===== src/core/uotg_pkg.sv =====
// How it works
// seven enables in the OTG enable register, one per OTG event flag.
// upper byte and unused bits of each register read zero, ignore writes; main enable bit 6 keeps writes made in device mode.
// stall flag set whenever a STALL handshake is sent.
// resume flag set after K-state lasts 2.5 us.
// idle flag set after the bus stays idle 3 ms or more.
// token flag set on token done; clearing it advances the status FIFO.
// frame flag set on SOF received (device) or threshold reached (host).
// error summary set only by error events whose enable bit is set.
// device reset flag after 2.5 us bus reset; not again until reset ends.
// host attach flag when not SE0 and no activity for 2.5 us.
// host detach flag on bit 0; not again until the reset state ends.
// flags set by hardware, zero after reset, cleared by writing ones.
// software clears flags by whole-register writes with only target ones.
// each main enable bit gates the flag at the same position.
// main enable bit 0 gates bus reset (device) or detach (host).
// attach enable and attach flag exist only in host mode.
// line-state flag when line state stable 1 ms and unlike last stable.
// one interrupt, OR of all enabled flags of OTG and main registers.
// mode setting selects device or host layout of the main flags.
package uotg_pkg;
   // ---------------------------------------------------------------
   // register offsets (byte addresses)
   // ---------------------------------------------------------------
   localparam logic [7:0] OTG_FLAGS_OFS = 8'h00;
   localparam logic [7:0] OTG_EVENT_ENABLE_OFS = 8'h04;
   localparam logic [7:0] BUS_EVENT_FLAGS_OFS = 8'h08;
   localparam logic [7:0] BUS_EVENT_ENABLE_OFS = 8'h0C;
   localparam logic [7:0] ERR_FLAGS_OFS = 8'h10;
   localparam logic [7:0] ERROR_IRQ_ENABLE_REG_OFS = 8'h14;
   localparam logic [7:0] MODE_CTRL_OFS = 8'h18;
   localparam logic [7:0] TOKEN_STATUS_FIFO_OFS = 8'h1C;
   // ---------------------------------------------------------------
   // implemented bit masks and reset values
   // ---------------------------------------------------------------
   localparam logic [7:0] OTG_MASK = 8'hFD;
   localparam logic [7:0] BUS_MASK_HOST = 8'hFF;
   localparam logic [7:0] BUS_MASK_DEV = 8'hBF;
   localparam logic [7:0] ERR_MASK = 8'hBF;
   localparam logic [7:0] REG_RESET = 8'h00;
   // ---------------------------------------------------------------
   // field positions
   // ---------------------------------------------------------------
   localparam int STALL_BIT = 7;
   localparam int ATTACH_BIT = 6;
   localparam int RESUME_BIT = 5;
   localparam int IDLE_BIT = 4;
   localparam int TOKEN_BIT = 3;
   localparam int SOF_BIT = 2;
   localparam int ERR_BIT = 1;
   localparam int RESET_BIT = 0;
   localparam int HOST_MODE_BIT = 0;
   // ---------------------------------------------------------------
   // timing
   // ---------------------------------------------------------------
   localparam int CLK_PERIOD_NS = 10;
   localparam int SHORT_HOLD_NS = 2500;
   localparam int IDLE_HOLD_US = 3000;
   localparam int MS_US = 1000;
   localparam int SHORT_HOLD_CYC = (SHORT_HOLD_NS + CLK_PERIOD_NS - 1) / CLK_PERIOD_NS;
   localparam int IDLE_HOLD_CYC = (IDLE_HOLD_US * 1000 + CLK_PERIOD_NS - 1) / CLK_PERIOD_NS;
   localparam int MS_CYC = (MS_US * 1000) / CLK_PERIOD_NS;
   localparam int TIMER_W = 20;
   // ---------------------------------------------------------------
   // bus slave states
   // ---------------------------------------------------------------
   typedef enum logic [1:0] {
      UOTG_IDLE = 2'b01,
      UOTG_ACK = 2'b10
   } uotg_bus_state_type;
endpackage


===== src/core/uotg_hold_timer.sv =====
`timescale 1ns/1ps
// pulses once when cond_i has held for LIMIT cycles; rearms when cond_i drops
module uotg_hold_timer #(
   parameter int W = 20,
   parameter int LIMIT = 250
) (
   input wire logic clk_i,
   input wire logic rst_i,
   input wire logic cond_i,
   output logic done_o
);
   logic [W-1:0] cnt_reg;
   logic fired_reg;

   // -----------------------------------------------------------------
   // hold counter
   // -----------------------------------------------------------------
   always_ff @(posedge clk_i)
   begin
      if (rst_i || !cond_i)
      begin
         cnt_reg <= '0;
         fired_reg <= 1'b0;
         done_o <= 1'b0;
      end
      else if (!fired_reg && cnt_reg == W'(LIMIT - 1))
      begin
         fired_reg <= 1'b1; // no second pulse until cond drops
         done_o <= 1'b1;
      end
      else
      begin
         cnt_reg <= fired_reg ? cnt_reg : cnt_reg + W'(1);
         done_o <= 1'b0;
      end
   end
endmodule // uotg_hold_timer


===== src/core/uotg_tick.sv =====
`timescale 1ns/1ps
// one-cycle enable every PERIOD cycles
module uotg_tick #(
   parameter int W = 20,
   parameter int PERIOD = 100000
) (
   input wire logic clk_i,
   input wire logic rst_i,
   output logic tick_o
);
   logic [W-1:0] cnt_reg;

   // -----------------------------------------------------------------
   // divider
   // -----------------------------------------------------------------
   always_ff @(posedge clk_i)
   begin
      if (rst_i)
      begin
         cnt_reg <= '0;
         tick_o <= 1'b0;
      end
      else
      begin
         tick_o <= (cnt_reg == W'(PERIOD - 1));
         cnt_reg <= (cnt_reg == W'(PERIOD - 1)) ? '0 : cnt_reg + W'(1);
      end
   end
endmodule // uotg_tick


===== src/core/uotg_irq.sv =====
`timescale 1ns/1ps
module uotg_irq #(
   parameter int AW = 8,
   parameter int FIFO_DEPTH = 4,
   parameter int IDLE_CYC = uotg_pkg::IDLE_HOLD_CYC,
   parameter int MS_CYCLES = uotg_pkg::MS_CYC
) (
   input wire logic clk_i,
   input wire logic rst_i,
   input wire logic [AW-1:0] wb_adr_i,
   input wire logic [31:0] wb_dat_i,
   input wire logic [3:0] wb_sel_i,
   input wire logic wb_we_i,
   input wire logic wb_cyc_i,
   input wire logic wb_stb_i,
   output logic [31:0] wb_dat_o,
   output logic wb_ack_o,
   input wire logic stall_sent_i,
   input wire logic kstate_i,
   input wire logic bus_idle_i,
   input wire logic token_done_i,
   input wire logic [7:0] token_info_i,
   input wire logic sof_rx_i,
   input wire logic sof_threshold_i,
   input wire logic [7:0] err_event_i,
   input wire logic se0_i,
   input wire logic jstate_i,
   input wire logic bus_activity_i,
   input wire logic id_change_i,
   input wire logic session_valid_chg_i,
   input wire logic session_end_chg_i,
   input wire logic vbus_valid_chg_i,
   output logic irq_o
);
   localparam int PW = $clog2(FIFO_DEPTH);

   // -----------------------------------------------------------------
   // declarations
   // -----------------------------------------------------------------
   uotg_pkg::uotg_bus_state_type state_reg;
   logic [7:0] otg_flags_reg;
   logic [7:0] otg_event_enable_reg;
   logic [7:0] bus_event_flags_reg;
   logic [7:0] bus_event_enable_reg;
   logic [7:0] err_flags_reg;
   logic [7:0] error_irq_enable_reg;
   logic host_mode_reg;
   logic [7:0] token_status_fifo [FIFO_DEPTH];
   logic [PW-1:0] wr_ptr_reg;
   logic [PW-1:0] rd_ptr_reg;
   logic [PW:0] count_reg;
   logic [1:0] ls_q_reg;
   logic [1:0] last_ls_reg;
   logic line_set_reg;
   logic wr_en;
   logic [7:0] wdat;
   logic [7:0] bus_mask;
   logic [7:0] bus_set;
   logic [7:0] otg_set;
   logic [7:0] err_set;
   logic tok_push;
   logic tok_pop;
   logic resume_done;
   logic idle_done;
   logic se0_done;
   logic attach_done;
   logic ls_done;
   logic ms_tick;
   logic [7:0] rd_next;

   // write-one-to-clear update; a set in the same cycle wins
   function automatic logic [7:0] w1c(input logic [7:0] cur, input logic [7:0] clr,
                                      input logic [7:0] set, input logic [7:0] mask);
      w1c = ((cur & ~clr) | set) & mask;
   endfunction

   // -----------------------------------------------------------------
   // duration detectors
   // -----------------------------------------------------------------
   uotg_hold_timer #(.W(uotg_pkg::TIMER_W), .LIMIT(uotg_pkg::SHORT_HOLD_CYC)) u_resume (
      .clk_i(clk_i), .rst_i(rst_i), .cond_i(kstate_i), .done_o(resume_done));
   uotg_hold_timer #(.W(uotg_pkg::TIMER_W), .LIMIT(IDLE_CYC)) u_idle (
      .clk_i(clk_i), .rst_i(rst_i), .cond_i(bus_idle_i), .done_o(idle_done));
   uotg_hold_timer #(.W(uotg_pkg::TIMER_W), .LIMIT(uotg_pkg::SHORT_HOLD_CYC)) u_se0 (
      .clk_i(clk_i), .rst_i(rst_i), .cond_i(se0_i), .done_o(se0_done));
   uotg_hold_timer #(.W(uotg_pkg::TIMER_W), .LIMIT(uotg_pkg::SHORT_HOLD_CYC)) u_attach (
      .clk_i(clk_i), .rst_i(rst_i), .cond_i(host_mode_reg && !se0_i && !bus_activity_i),
      .done_o(attach_done));
   uotg_hold_timer #(.W(uotg_pkg::TIMER_W), .LIMIT(MS_CYCLES)) u_line (
      .clk_i(clk_i), .rst_i(rst_i), .cond_i({se0_i, jstate_i} == ls_q_reg),
      .done_o(ls_done));
   uotg_tick #(.W(uotg_pkg::TIMER_W), .PERIOD(MS_CYCLES)) u_ms (
      .clk_i(clk_i), .rst_i(rst_i), .tick_o(ms_tick));

   // -----------------------------------------------------------------
   // line-state stability tracking
   // -----------------------------------------------------------------
   // flag only when the stable state differs from the last one
   always_ff @(posedge clk_i)
   begin
      if (rst_i)
      begin
         ls_q_reg <= 2'h0;
         last_ls_reg <= 2'h0;
         line_set_reg <= 1'b0;
      end
      else
      begin
         ls_q_reg <= {se0_i, jstate_i};
         line_set_reg <= ls_done && (ls_q_reg != last_ls_reg);
         if (ls_done)
         begin
            last_ls_reg <= ls_q_reg;
         end
      end
   end

   // -----------------------------------------------------------------
   // bus slave decode
   // -----------------------------------------------------------------
   // only the low byte lane carries register bits
   assign wr_en = wb_cyc_i && wb_stb_i && wb_we_i && wb_sel_i[0] &&
                  state_reg == uotg_pkg::UOTG_IDLE;
   assign wdat = wb_dat_i[7:0];
   // bit 6 exists only in the host layout
   assign bus_mask = host_mode_reg ? uotg_pkg::BUS_MASK_HOST : uotg_pkg::BUS_MASK_DEV;

   // -----------------------------------------------------------------
   // token status fifo
   // -----------------------------------------------------------------
   // clearing the token flag pops the head entry
   assign tok_pop = wr_en && wb_adr_i == uotg_pkg::BUS_EVENT_FLAGS_OFS &&
                    wdat[uotg_pkg::TOKEN_BIT] && count_reg != '0;
   assign tok_push = token_done_i && count_reg != (PW+1)'(FIFO_DEPTH);
   always_ff @(posedge clk_i)
   begin
      if (rst_i)
      begin
         wr_ptr_reg <= '0;
         rd_ptr_reg <= '0;
         count_reg <= '0;
      end
      else
      begin
         if (tok_push)
         begin
            token_status_fifo[wr_ptr_reg] <= token_info_i;
            wr_ptr_reg <= (wr_ptr_reg == PW'(FIFO_DEPTH - 1)) ? '0 : wr_ptr_reg + PW'(1);
         end
         if (tok_pop)
         begin
            rd_ptr_reg <= (rd_ptr_reg == PW'(FIFO_DEPTH - 1)) ? '0 : rd_ptr_reg + PW'(1);
         end
         count_reg <= count_reg + (PW+1)'(tok_push) - (PW+1)'(tok_pop);
      end
   end

   // -----------------------------------------------------------------
   // event set vectors
   // -----------------------------------------------------------------
   always_comb
   begin
      err_set = err_event_i & uotg_pkg::ERR_MASK;
      otg_set = {id_change_i, ms_tick, line_set_reg, bus_activity_i,
                 session_valid_chg_i, session_end_chg_i, 1'b0, vbus_valid_chg_i};
      bus_set = 8'h00;
      // stall handshake sent
      bus_set[uotg_pkg::STALL_BIT] = stall_sent_i;
      // attach seen in host mode only
      bus_set[uotg_pkg::ATTACH_BIT] = attach_done && host_mode_reg;
      // K-state held
      bus_set[uotg_pkg::RESUME_BIT] = resume_done;
      // idle held
      bus_set[uotg_pkg::IDLE_BIT] = idle_done;
      // new token, or more entries remain after a pop
      bus_set[uotg_pkg::TOKEN_BIT] = token_done_i || (tok_pop && count_reg > (PW+1)'(1));
      // source of frame event depends on mode
      bus_set[uotg_pkg::SOF_BIT] = host_mode_reg ? sof_threshold_i : sof_rx_i;
      // only enabled error events raise the summary
      bus_set[uotg_pkg::ERR_BIT] = |(err_set & error_irq_enable_reg);
      // R11: SE0 held fires once per reset or detach episode
      bus_set[uotg_pkg::RESET_BIT] = se0_done;
   end

   // -----------------------------------------------------------------
   // flag registers
   // -----------------------------------------------------------------
   // hardware sets, write of one clears
   always_ff @(posedge clk_i)
   begin
      if (rst_i)
      begin
         otg_flags_reg <= uotg_pkg::REG_RESET;
         bus_event_flags_reg <= uotg_pkg::REG_RESET;
         err_flags_reg <= uotg_pkg::REG_RESET;
      end
      else
      begin
         otg_flags_reg <= w1c(otg_flags_reg,
            (wr_en && wb_adr_i == uotg_pkg::OTG_FLAGS_OFS) ? wdat : 8'h00,
            otg_set, uotg_pkg::OTG_MASK);
         bus_event_flags_reg <= w1c(bus_event_flags_reg,
            (wr_en && wb_adr_i == uotg_pkg::BUS_EVENT_FLAGS_OFS) ? wdat : 8'h00,
            bus_set, bus_mask);
         err_flags_reg <= w1c(err_flags_reg,
            (wr_en && wb_adr_i == uotg_pkg::ERR_FLAGS_OFS) ? wdat : 8'h00,
            err_set, uotg_pkg::ERR_MASK);
      end
   end

   // -----------------------------------------------------------------
   // enable and mode registers
   // -----------------------------------------------------------------
   // R14: plain read/write enables
   always_ff @(posedge clk_i)
   begin
      if (rst_i)
      begin
         otg_event_enable_reg <= uotg_pkg::REG_RESET;
         bus_event_enable_reg <= uotg_pkg::REG_RESET;
         error_irq_enable_reg <= uotg_pkg::REG_RESET;
         host_mode_reg <= 1'b0;
      end
      else if (wr_en)
      begin
         case (wb_adr_i)
            uotg_pkg::OTG_EVENT_ENABLE_OFS: otg_event_enable_reg <= wdat & uotg_pkg::OTG_MASK;
            uotg_pkg::BUS_EVENT_ENABLE_OFS: bus_event_enable_reg <= wdat;
            uotg_pkg::ERROR_IRQ_ENABLE_REG_OFS: error_irq_enable_reg <= wdat & uotg_pkg::ERR_MASK;
            uotg_pkg::MODE_CTRL_OFS: host_mode_reg <= wdat[uotg_pkg::HOST_MODE_BIT];
            default: ;
         endcase
      end
   end

   // -----------------------------------------------------------------
   // read mux
   // -----------------------------------------------------------------
   // attach enable reads zero in device mode
   always_comb
   begin
      case (wb_adr_i)
         uotg_pkg::OTG_FLAGS_OFS: rd_next = otg_flags_reg;
         uotg_pkg::OTG_EVENT_ENABLE_OFS: rd_next = otg_event_enable_reg;
         uotg_pkg::BUS_EVENT_FLAGS_OFS: rd_next = bus_event_flags_reg & bus_mask;
         uotg_pkg::BUS_EVENT_ENABLE_OFS: rd_next = bus_event_enable_reg & bus_mask;
         uotg_pkg::ERR_FLAGS_OFS: rd_next = err_flags_reg;
         uotg_pkg::ERROR_IRQ_ENABLE_REG_OFS: rd_next = error_irq_enable_reg;
         uotg_pkg::MODE_CTRL_OFS: rd_next = {7'h00, host_mode_reg};
         uotg_pkg::TOKEN_STATUS_FIFO_OFS: rd_next = (count_reg != '0) ?
                                          token_status_fifo[rd_ptr_reg] : 8'h00;
         default: rd_next = 8'h00;
      endcase
   end

   // -----------------------------------------------------------------
   // wishbone handshake, one registered ack per request (one wait state)
   // -----------------------------------------------------------------
   always_ff @(posedge clk_i)
   begin
      if (rst_i)
      begin
         state_reg <= uotg_pkg::UOTG_IDLE;
         wb_ack_o <= 1'b0;
         wb_dat_o <= 32'h0000_0000;
      end
      else
      begin
         case (state_reg)
            uotg_pkg::UOTG_IDLE:
            begin
               if (wb_cyc_i && wb_stb_i)
               begin
                  state_reg <= uotg_pkg::UOTG_ACK;
                  wb_ack_o <= 1'b1;
                  // upper bits always zero
                  wb_dat_o <= {24'h00_0000, rd_next};
               end
            end
            uotg_pkg::UOTG_ACK:
            begin
               state_reg <= uotg_pkg::UOTG_IDLE;
               wb_ack_o <= 1'b0;
            end
            default:
            begin
               state_reg <= uotg_pkg::UOTG_IDLE;
               wb_ack_o <= 1'b0;
            end
         endcase
      end
   end

   // -----------------------------------------------------------------
   // interrupt output
   // -----------------------------------------------------------------
   // R18: enabled flags of both registers OR into one level
   always_ff @(posedge clk_i)
   begin
      if (rst_i)
      begin
         irq_o <= 1'b0;
      end
      else
      begin
         irq_o <= |(otg_flags_reg & otg_event_enable_reg) |
                  |(bus_event_flags_reg & bus_event_enable_reg & bus_mask);
      end
   end
endmodule // uotg_irq


===== config.mk =====
export PLATFORM = sky130hd
export DESIGN_NAME = uotg_irq
export DESIGN_NICKNAME = d
export VERILOG_FILES = /design/src/core/uotg_pkg.sv /design/src/core/uotg_hold_timer.sv /design/src/core/uotg_tick.sv /design/src/core/uotg_irq.sv
export SDC_FILE = /design/constraint.sdc
export NUM_CORES = 1
export LEC_CHECK = 0
export ABC_AREA = 1
export BUFFER_PORTS_ARGS = -buffer_cell sky130_fd_sc_hd__buf_2
export CAP_MARGIN = 20
export CORE_AREA = 2 2 124 174
export CTS_CLUSTER_DIAMETER = 60
export DETAILED_ROUTE_END_ITERATION = 6
export DIE_AREA = 0 0 126 176
export PLACE_DENSITY = 0.84
export SLEW_MARGIN = 15
export SYNTH_ARGS = -nofsm -noshare
export SYNTH_HDL_FRONTEND = slang
export SYNTH_SLANG_ARGS = --single-unit

===== constraint.sdc =====
create_clock -name clk_i -period 2.65 [get_ports clk_i]
set_input_delay 0 -clock clk_i [delete_from_list [all_inputs] [get_ports clk_i]]
set_output_delay 0 -clock clk_i [all_outputs]
set_load 0.02 [all_outputs]

* Word-level counts from Yosys, hierarchy flattened
Memory sizes are Yosys's and may differ from the RTL's. A register that Yosys moved wholly into a read port is not among the register bits. Cells that the tools add are included.
Storage, ports and cells: register bits 202, latch bits 0, bits in writable memories 32, memory bits (read-only) 0, input port bits 78, output and inout bits 34, logic and storage cells 168, memories kept 1
Cells by class: add/sub/neg operators 10, multiply operators 0, divide/modulo/power cells 0, magnitude comparators 1, equal/unequal tests 19, shift-type cells 0, multiplexer cells 19, bitwise gates (word level) 28, reduce and logical (&&, ||, !) cells 54
Memory list:
- token_status_fifo | words 4, width 8, read ports 1, clocked after Yosys merged registers in 1, wr ports 1, RTL line uotg_irq.sv:48 | logic [7:0] token_status_fifo [FIFO_DEPTH];
Operator list (number):
- $add 20x1->20 const B | 6
- $and 8x8->8 | 10
- $pmux 8 s8 | 1
- $eq 20x8->1 const B | 3
- $eq 20x17->1 const B | 2
- $eq 8x5->1 const B | 4
- $mux 8 | 4
- $not 8->8 | 3
- $or 8x8->8 | 3
- $reduce_or 8->1 | 3
- $eq 20x19->1 const B | 1
- $logic_and 1x1->1 | 20
- $reduce_and 2->1 | 10
- $eq 8x4->1 const B | 2
- $logic_not 1->1 | 11
- $not 1->1 | 11
- $mux 1 | 9
- $eq 8x3->1 const B | 1
- $logic_not 8->1 | 1
- $mux 2 | 4
- $mux 7 | 1
- $logic_or 1x1->1 | 6
- $add 2x1->2 const B | 2
- $eq 2x2->1 const B | 2
- 10 further kinds | 11

* Longest topological paths before layout
Gate-level depths: netlist of run 1.
word-level depth 11, gate-level depth with buffers 12, gate-level depth less buffers 12

* By module
Synthesis of run 1 repeated with hierarchy kept, for this count alone.
Unflattened totals: cell total of the unflattened synthesis 1744, area, all modules 12477.0 um2
By module, submodules not included:
- uotg_irq | instances 1, cells an instance 626, area each 4895.9 um2, sequential area each 2362.3 um2
- uotg_hold_timer (u_attach ...) | instances 3, cells an instance 189, area each 1268.7 um2, sequential area each 440.4 um2
- uotg_hold_timer (u_idle) | instances 1, cells an instance 206, area each 1430.1 um2, sequential area each 440.4 um2
- uotg_hold_timer (u_line) | instances 1, cells an instance 190, area each 1262.5 um2, sequential area each 440.4 um2
- uotg_tick | instances 1, cells an instance 155, area each 1082.3 um2, sequential area each 420.4 um2

* Worst setup path before layout of run 1
OpenSTA, ideal clock, no wires.
path kind reg2reg, from reg, netlist name wb_ack_o, to reg count_reg[2], library setup time 128 ps, arrival time 1902 ps, data required time 2522 ps, path slack 621 ps, cell stages (with the launch flop) 13, buffers on the path 0, period minus slack after synthesis 2029 ps, cells stage by stage dfxtp_1 > inv_1 > nand4_1 > nor2_2 > nand3_2 > nor2_4 > inv_1 > nand2_1 > nand2_1 > ha_1 > fa_1 > xor2_1 > nor2_1
RTL lines:
- to (signal assigned) | RTL line uotg_irq.sv:154 | count_reg <= count_reg + (PW+1)'(tok_push) - (PW+1)'(tok_pop);
- to (decl) | RTL line uotg_irq.sv:51 | logic [PW:0] count_reg;

* Worst setup path in the final report of run 1
from in wb_we_i, to reg err_flags_reg[2]
On the way: word-level cells in the longest chain between the ends 8
RTL lines:
- from (decl) | RTL line uotg_irq.sv:13 | input wire logic wb_we_i,
- $logic_and 1x1->1 (3 in series) | RTL line uotg_irq.sv:122 | assign wr_en = wb_cyc_i && wb_stb_i && wb_we_i && wb_sel_i[0] &&
- $logic_and 1x1->1 | RTL line uotg_irq.sv:206 | (wr_en && wb_adr_i == uotg_pkg::ERR_FLAGS_OFS) ? wdat : 8'h00,
- $mux 8 | RTL line uotg_irq.sv:206
- $not 8->8 | RTL line uotg_irq.sv:74 | w1c = ((cur & ~clr) | set) & mask;
- $and 8x8->8 | RTL line uotg_irq.sv:74
- $or 8x8->8 | RTL line uotg_irq.sv:74
- to (signal assigned) | RTL line uotg_irq.sv:195 | err_flags_reg <= uotg_pkg::REG_RESET;
- to (signal assigned) | RTL line uotg_irq.sv:205 | err_flags_reg <= w1c(err_flags_reg,
- to (decl) | RTL line uotg_irq.sv:45 | logic [7:0] err_flags_reg;
No other way between the ends. A chain may end at the register's enable or synchronous reset.

==> results of run 1 <==
-- placed cells by master, fill, tap and decap left out, types with 5 or more instances in the layout --
cell             n
nand2_1        484
dfxtp_1        201
nor2_1         196
inv_1          175
a21oi_1        145
nand3_1         87
o21ai_0         81
buf_2           59
dlygate4sd3_1   49
nor3_1          45
xor2_1          45
edfxtp_1        32
nand4_1         31
conb_1          24
clkbuf_16       23
nand2_2         18
ha_1            17
xnor2_1         16
inv_2           12
nor2_4          10
buf_4           10
a21oi_2          9
nor2_2           7
nand3b_1         7
nor3_2           7
nand3_2          5
clkinv_1         5
-- metal layers --
layer	track usage [%]	wire length, um	vias to the layer above
met5	0	0	-
met4	13.4	1540	0
met3	2.73	1510	112
met2	51.3	15800	390
met1	28.1	11400	5205
li1	-	-	5712
-- final cells by class --
class                      instances  share of cell area, %
multi-input combinational       1267                   44.6
sequential                       233                   36.0
clock inverter                    12                   1.15
tap                              256                   2.31
inverter                         189                   5.13
clock buffer                      29                   4.54
timing repair buffer             118                   6.22
-- power breakdown --
part	switching, mW	internal (mW)
Clock	1.37	2.06
Combinational	0.285	0.164
Sequential	0.0460	3.65
-- what timing repair did --
item                       CTS  global route
setup endpoints to repair    0             5
hold buffers                49             0
gates resized for setup      0             1
hold endpoints to repair    90             0
-- worst max-delay path: cells and delay by family --
kind	cells	cell delay, ns
AO/OA/AOI/OAI	1	0.17
buffers and inverters	5	1.93
AND/OR/NAND/NOR	5	0.75
-- how the worst max path moves through the flow --
stage / startpoint / end / depth (start not counted)
after detailed placement: wb_ack_o / count_reg[2] / 12
after floorplan: wb_ack_o / count_reg[2] / 12
after global placement: wb_ack_o / count_reg[2] / 12
after global routing: wb_we_i / count_reg[2] / 14
after CTS: wb_we_i / count_reg[2] / 14
final: wb_we_i / err_flags_reg[2] / 11
-- kinds of logic after synthesis --
family | after synthesis | synth area share [%]
adders and majority gates | 18 | 1.90
other | 1 | 0.0306
AOI/OAI and AO/OA | 252 | 10.9
and+or+nand+nor | 912 | 32.5
DFF | 233 | 40.7
buffers and inverters | 255 | 9.56
xor gates and xnor gates | 61 | 4.37
-- through the flow --
stage               worst slack (ns)  power, mW  cell area (um^2)  utilization (%)
finish                         0.176       7.58             13800             67.6
global route                  0.0605       7.81             13800             67.6
CTS                            0.199       7.60             13800             67.5
detailed placement             0.441       4.14             12600             61.3
global placement               0.525       4.12             12600             61.3
floorplan                      0.621       4.04             12300                -
==> flow_summary.json, run 1 <==
{
  "routabilityCongestion": 0.965,
  "period_minus_slack_ns": 2.47,
  "required_ns": 3.03,
  "final-seq-area_um2": 4980,
  "hold_ws_ns": 0.0509,
  "die_w_um": 126,
  "maxSlewHeadroom_pct": 43.0,
  "core_um2": 20500,
  "ys_warn_count": 0,
  "htreeDepth": 1,
  "drc": 0,
  "crit_chain": "dlygate4sd3_1 > buf_2 > nand2_1 > dlygate4sd3_1 > nor2_4 > inv_2 > nor3_4 > nand2_1 > a21oi_1 > dlygate4sd3_1 > nor2_1",
  "drt_iter0_drc": 737,
  "vias": 11400,
  "grt_use_total_pct": 26.5,
  "syn_avg_cell_area_um2": 7.07,
  "timing.rr.end": "err_flags_reg[2]",
  "antenna_found_initial": 0,
  "die_area_um2": 22200,
  "synth_common_cells": "484 x nand2_1, 201 x dfxtp_1, 196 x nor2_1, 175 x inv_1, 145 x a21oi_1",
  "clock_skew_ns": 0.0128,
  "cts_tree": "done",
  "hold_end": "host_mode_reg",
  "tns_ns": 0,
  "post-place-cells": 2014,
  "status": "finished, final reports clean",
  "ys.flop_type": "dfxtp_1",
  "fmax_mhz": 404,
  "yosysSeqAreaShare_pct": 40.7,
  "path_max_fanout": 7,
  "rsz0062_at_grt": "false",
  "antenna_left": 0,
  "cts_buffers": 23,
  "hold_violations": 0,
  "grt_pass1_vias": 11200,
  "end_kind": "register",
  "largest-register": "token_status_fifo",
  "ff2ff_setup_slack_ns": 0.45,
  "synth_top_area_share_pct": 32.9,
  "drt_wl_total_um": 30300,
  "start_kind": "primary input",
  "critPathArrivalTime_ns": 2.86,
  "io_pins": 112,
  "cellPowerDensity_nw_per_um2": 548,
  "wire_per_inst_um": 14.4,
  "post_cts_buffers": 0,
  "leakage_nw": 5.30,
  "synth-seq-cells": 233,
  "cp_slowest_cell": "dlygate4sd3_1",
  "fill_cells": 1706,
  "clk_pin_slew_ns": 0.07,
  "synth_enable_flop_cells": 32,
  "max-cap-violations": 0,
  "cts-root-buf": "clkbuf_16",
  "largest_register_ffs": 32,
  "synth_area_um2": 12200,
  "drt-pass1-iter-count": 5,
  "initial_core_util_pct": 59.8,
  "ff2ff_path_depth": 9,
  "dieHeight_um": 176,
  "nNetsFinal": 1928,
  "fin_crit_sh_pct": 93.4,
  "synth_most_common_cell": "nand2_1",
  "ys_types": 47,
  "criticalPathCategory": "primary input to register",
  "report.final.setup_viol": 0,
  "hold_path_class": "primary input to register",
  "grt_max_degree": 40,
  "area.growth.synth_to_final_pct": 13.1,
  "crit_path_max_incr_delay_ns": 0.59,
  "peakVddDrop_mv": 0.473,
  "grt_pass1_wl_um": 49700,
  "dp_hpwl_um": 20600,
  "clk_latency_ns": 0.51,
  "synth-async-reset-ratio_pct": 0,
  "fin_cells": 2104,
  "path_common_cell": "dlygate4sd3_1",
  "yosysTopAreaCell": "dfxtp_1",
  "rr_startpoint": "wb_ack_o",
  "num_antenna_cells": 0,
  "viasPerCell": 5.43,
  "drive_gt1_share_pct": 9.69,
  "portBuffers": 59,
  "holdPathStages": 5,
  "cts_sinks": 233,
  "hp-start": "wb_stb_i",
  "overflow": 0,
  "tightestPinTransition_ns": 0.851,
  "syn-instance-count": 1732,
  "multi_input_area_um2": 6170,
  "clock_path_buffers": 3,
  "rows": 62,
  "drv_slew": 0,
  "yosys-top-cells-area": "dfxtp_1 33%, nand2_1 15%, edfxtp_1 7.9%"
}
No activity file was read; power rests on OpenSTA's default activity.
==> run 2: changes to the inputs <==
Settings changed: CORE_AREA 2 2 124 174 to 2 2 162 227, DIE_AREA 0 0 126 176 to 0 0 164 229, PLACE_DENSITY 0.84 to 0.55.
==> run 2 against run 1 <==
Effect of this change: register-to-register slack worse by 0.10 ns; clock power increased by 4%; die area increased by 69%; wire length up 1.1%; first-iteration DRC count fell by 38%; utilization shrank 28 points; clock-buffer cell count increased by 2; via count shrank 3.7%; setup slack got worse by 0.010 ns; sequential cell count stayed put; cell count rose by 10%; total power up 1.7%; critical path type unchanged.
==> flow_summary.json, run 2 (synthesis gave the netlist of run 1 again) <==
{
  "grt_pass1_wl_um": 51400,
  "viasPerCell": 4.73,
  "fin_cells": 2324,
  "die_area_um2": 37600,
  "report.final.setup_viol": 0,
  "grt_pass1_vias": 10900,
  "layout_commonest_cell": "nand2_1",
  "routabilityCongestion": 0.852,
  "antenna_left": 0,
  "clock_skew_ns": 0.0177,
  "largest_register_ffs": 32,
  "clock_path_buffers": 3,
  "tightestPinTransition_ns": 0.700,
  "tns_ns": 0,
  "cellPowerDensity_nw_per_um2": 542,
  "peakVddDrop_mv": 0.392,
  "htreeDepth": 1,
  "end_kind": "register",
  "fin_crit_sh_pct": 93.8,
  "fmax_mhz": 402,
  "largest-register": "token_status_fifo",
  "portBuffers": 59,
  "cts_sinks": 233,
  "die_w_um": 164,
  "fill_cells": 3762,
  "p_total_mw": 7.71,
  "status": "finished, final reports clean",
  "cts-root-buf": "clkbuf_16",
  "wire_per_inst_um": 13.2,
  "antenna_found_initial": 0,
  "dieHeight_um": 229,
  "criticalPathCategory": "primary input to register",
  "core_um2": 35600,
  "overflow": 0,
  "drt_wl_total_um": 30600,
  "nNetsFinal": 1940,
  "setup_ws_ns": 0.165,
  "period_minus_slack_ns": 2.48,
  "io_pins": 112,
  "rows": 82,
  "critPathArrivalTime_ns": 2.92,
  "hold_path_class": "primary input to register",
  "maxSlewHeadroom_pct": 53.3,
  "grt_use_total_pct": 16.5,
  "vias": 11000,
  "grt_max_degree": 40,
  "drive_gt1_share_pct": 10.1,
  "clk_pin_slew_ns": 0.07,
  "initial_core_util_pct": 34.4,
  "rsz0062_at_grt": "false",
  "drt-pass1-iter-count": 5,
  "final_cell_mix": "484 x nand2_1, 201 x dfxtp_1, 196 x nor2_1",
  "clk_latency_ns": 0.55,
  "post-route-util_pct": 39.9,
  "drv_slew": 0,
  "hold_violations": 0,
  "post-place-ws_ns": 0.412,
  "path_max_fanout": 6,
  "dp_hpwl_um": 22300,
  "area.growth.synth_to_final_pct": 16.2,
  "required_ns": 3.09,
  "num_antenna_cells": 0,
  "cts_buffers": 25,
  "leakage_nw": 5.38,
  "max-cap-violations": 0,
  "post-place-cells": 2225,
  "drc": 0,
  "start_kind": "primary input",
  "drt_iter0_drc": 456,
  "cts_tree": "done"
}
## run 2: repair_timing
action,in CTS,in global routing
endpoints found under the hold margin,107,0
endpoints found under the setup margin,0,2
hold buffers,54,0
resized for setup,0,2
setup buffers,0,0
## run 2: per-layer routing
layer	global-route usage, %	vias to the layer above	part of all wire (%)
li1	-	5749	-
met1	18.2	5013	41
met2	31.9	171	53
met3	1.81	59	3.0
met4	5.78	0	3.0
met5	0	-	0
## run 2: cell type report
cell class,count,area [um^2],share of cell area (%)
inverter,189,709,4.99
tap,462,578,4.06
clock buffer,31,662,4.65
multi-input combinational,1267,6170,43.4
sequential,233,4980,35.1
timing repair buffer,128,948,6.67
clock inverter,14,164,1.15
## run 2: final timing paths
path,from,end,slack (ns),depth (start not counted)
setup / recovery,wb_we_i,host_mode_reg,0.17,10
hold reg to reg,u_line.fired_reg,u_line.done_o,0.43,1
setup reg to reg,wb_ack_o,host_mode_reg,0.35,8
hold / removal,kstate_i,u_resume.fired_reg,0.1,3
## run 2: report_power, final
part           total (mW)  internal, mW  switching, mW
combinational       0.460         0.173          0.287
clock                3.56          2.08           1.48
sequential           3.69          3.65         0.0392
total                7.71          5.90           1.80
## run 2: critical path: stages
cell,delay [ns]
dlygate4sd3_1,0.53
buf_2,0.10
nand2_1,0.03
dlygate4sd3_1,0.58
nor2_4,0.22
dlygate4sd3_1,0.60
nand3_1,0.09
o21ai_1,0.15
a21oi_1,0.06
dlygate4sd3_1,0.56
## run 2: stage by stage
step                hold WS, ns  cell area [um^2]
finish                   0.0973             14200
global route              0.171             14200
CTS                       0.106             14200
detailed placement        0.229             12800
global placement          0.224             12800
floorplan                0.0989             12300
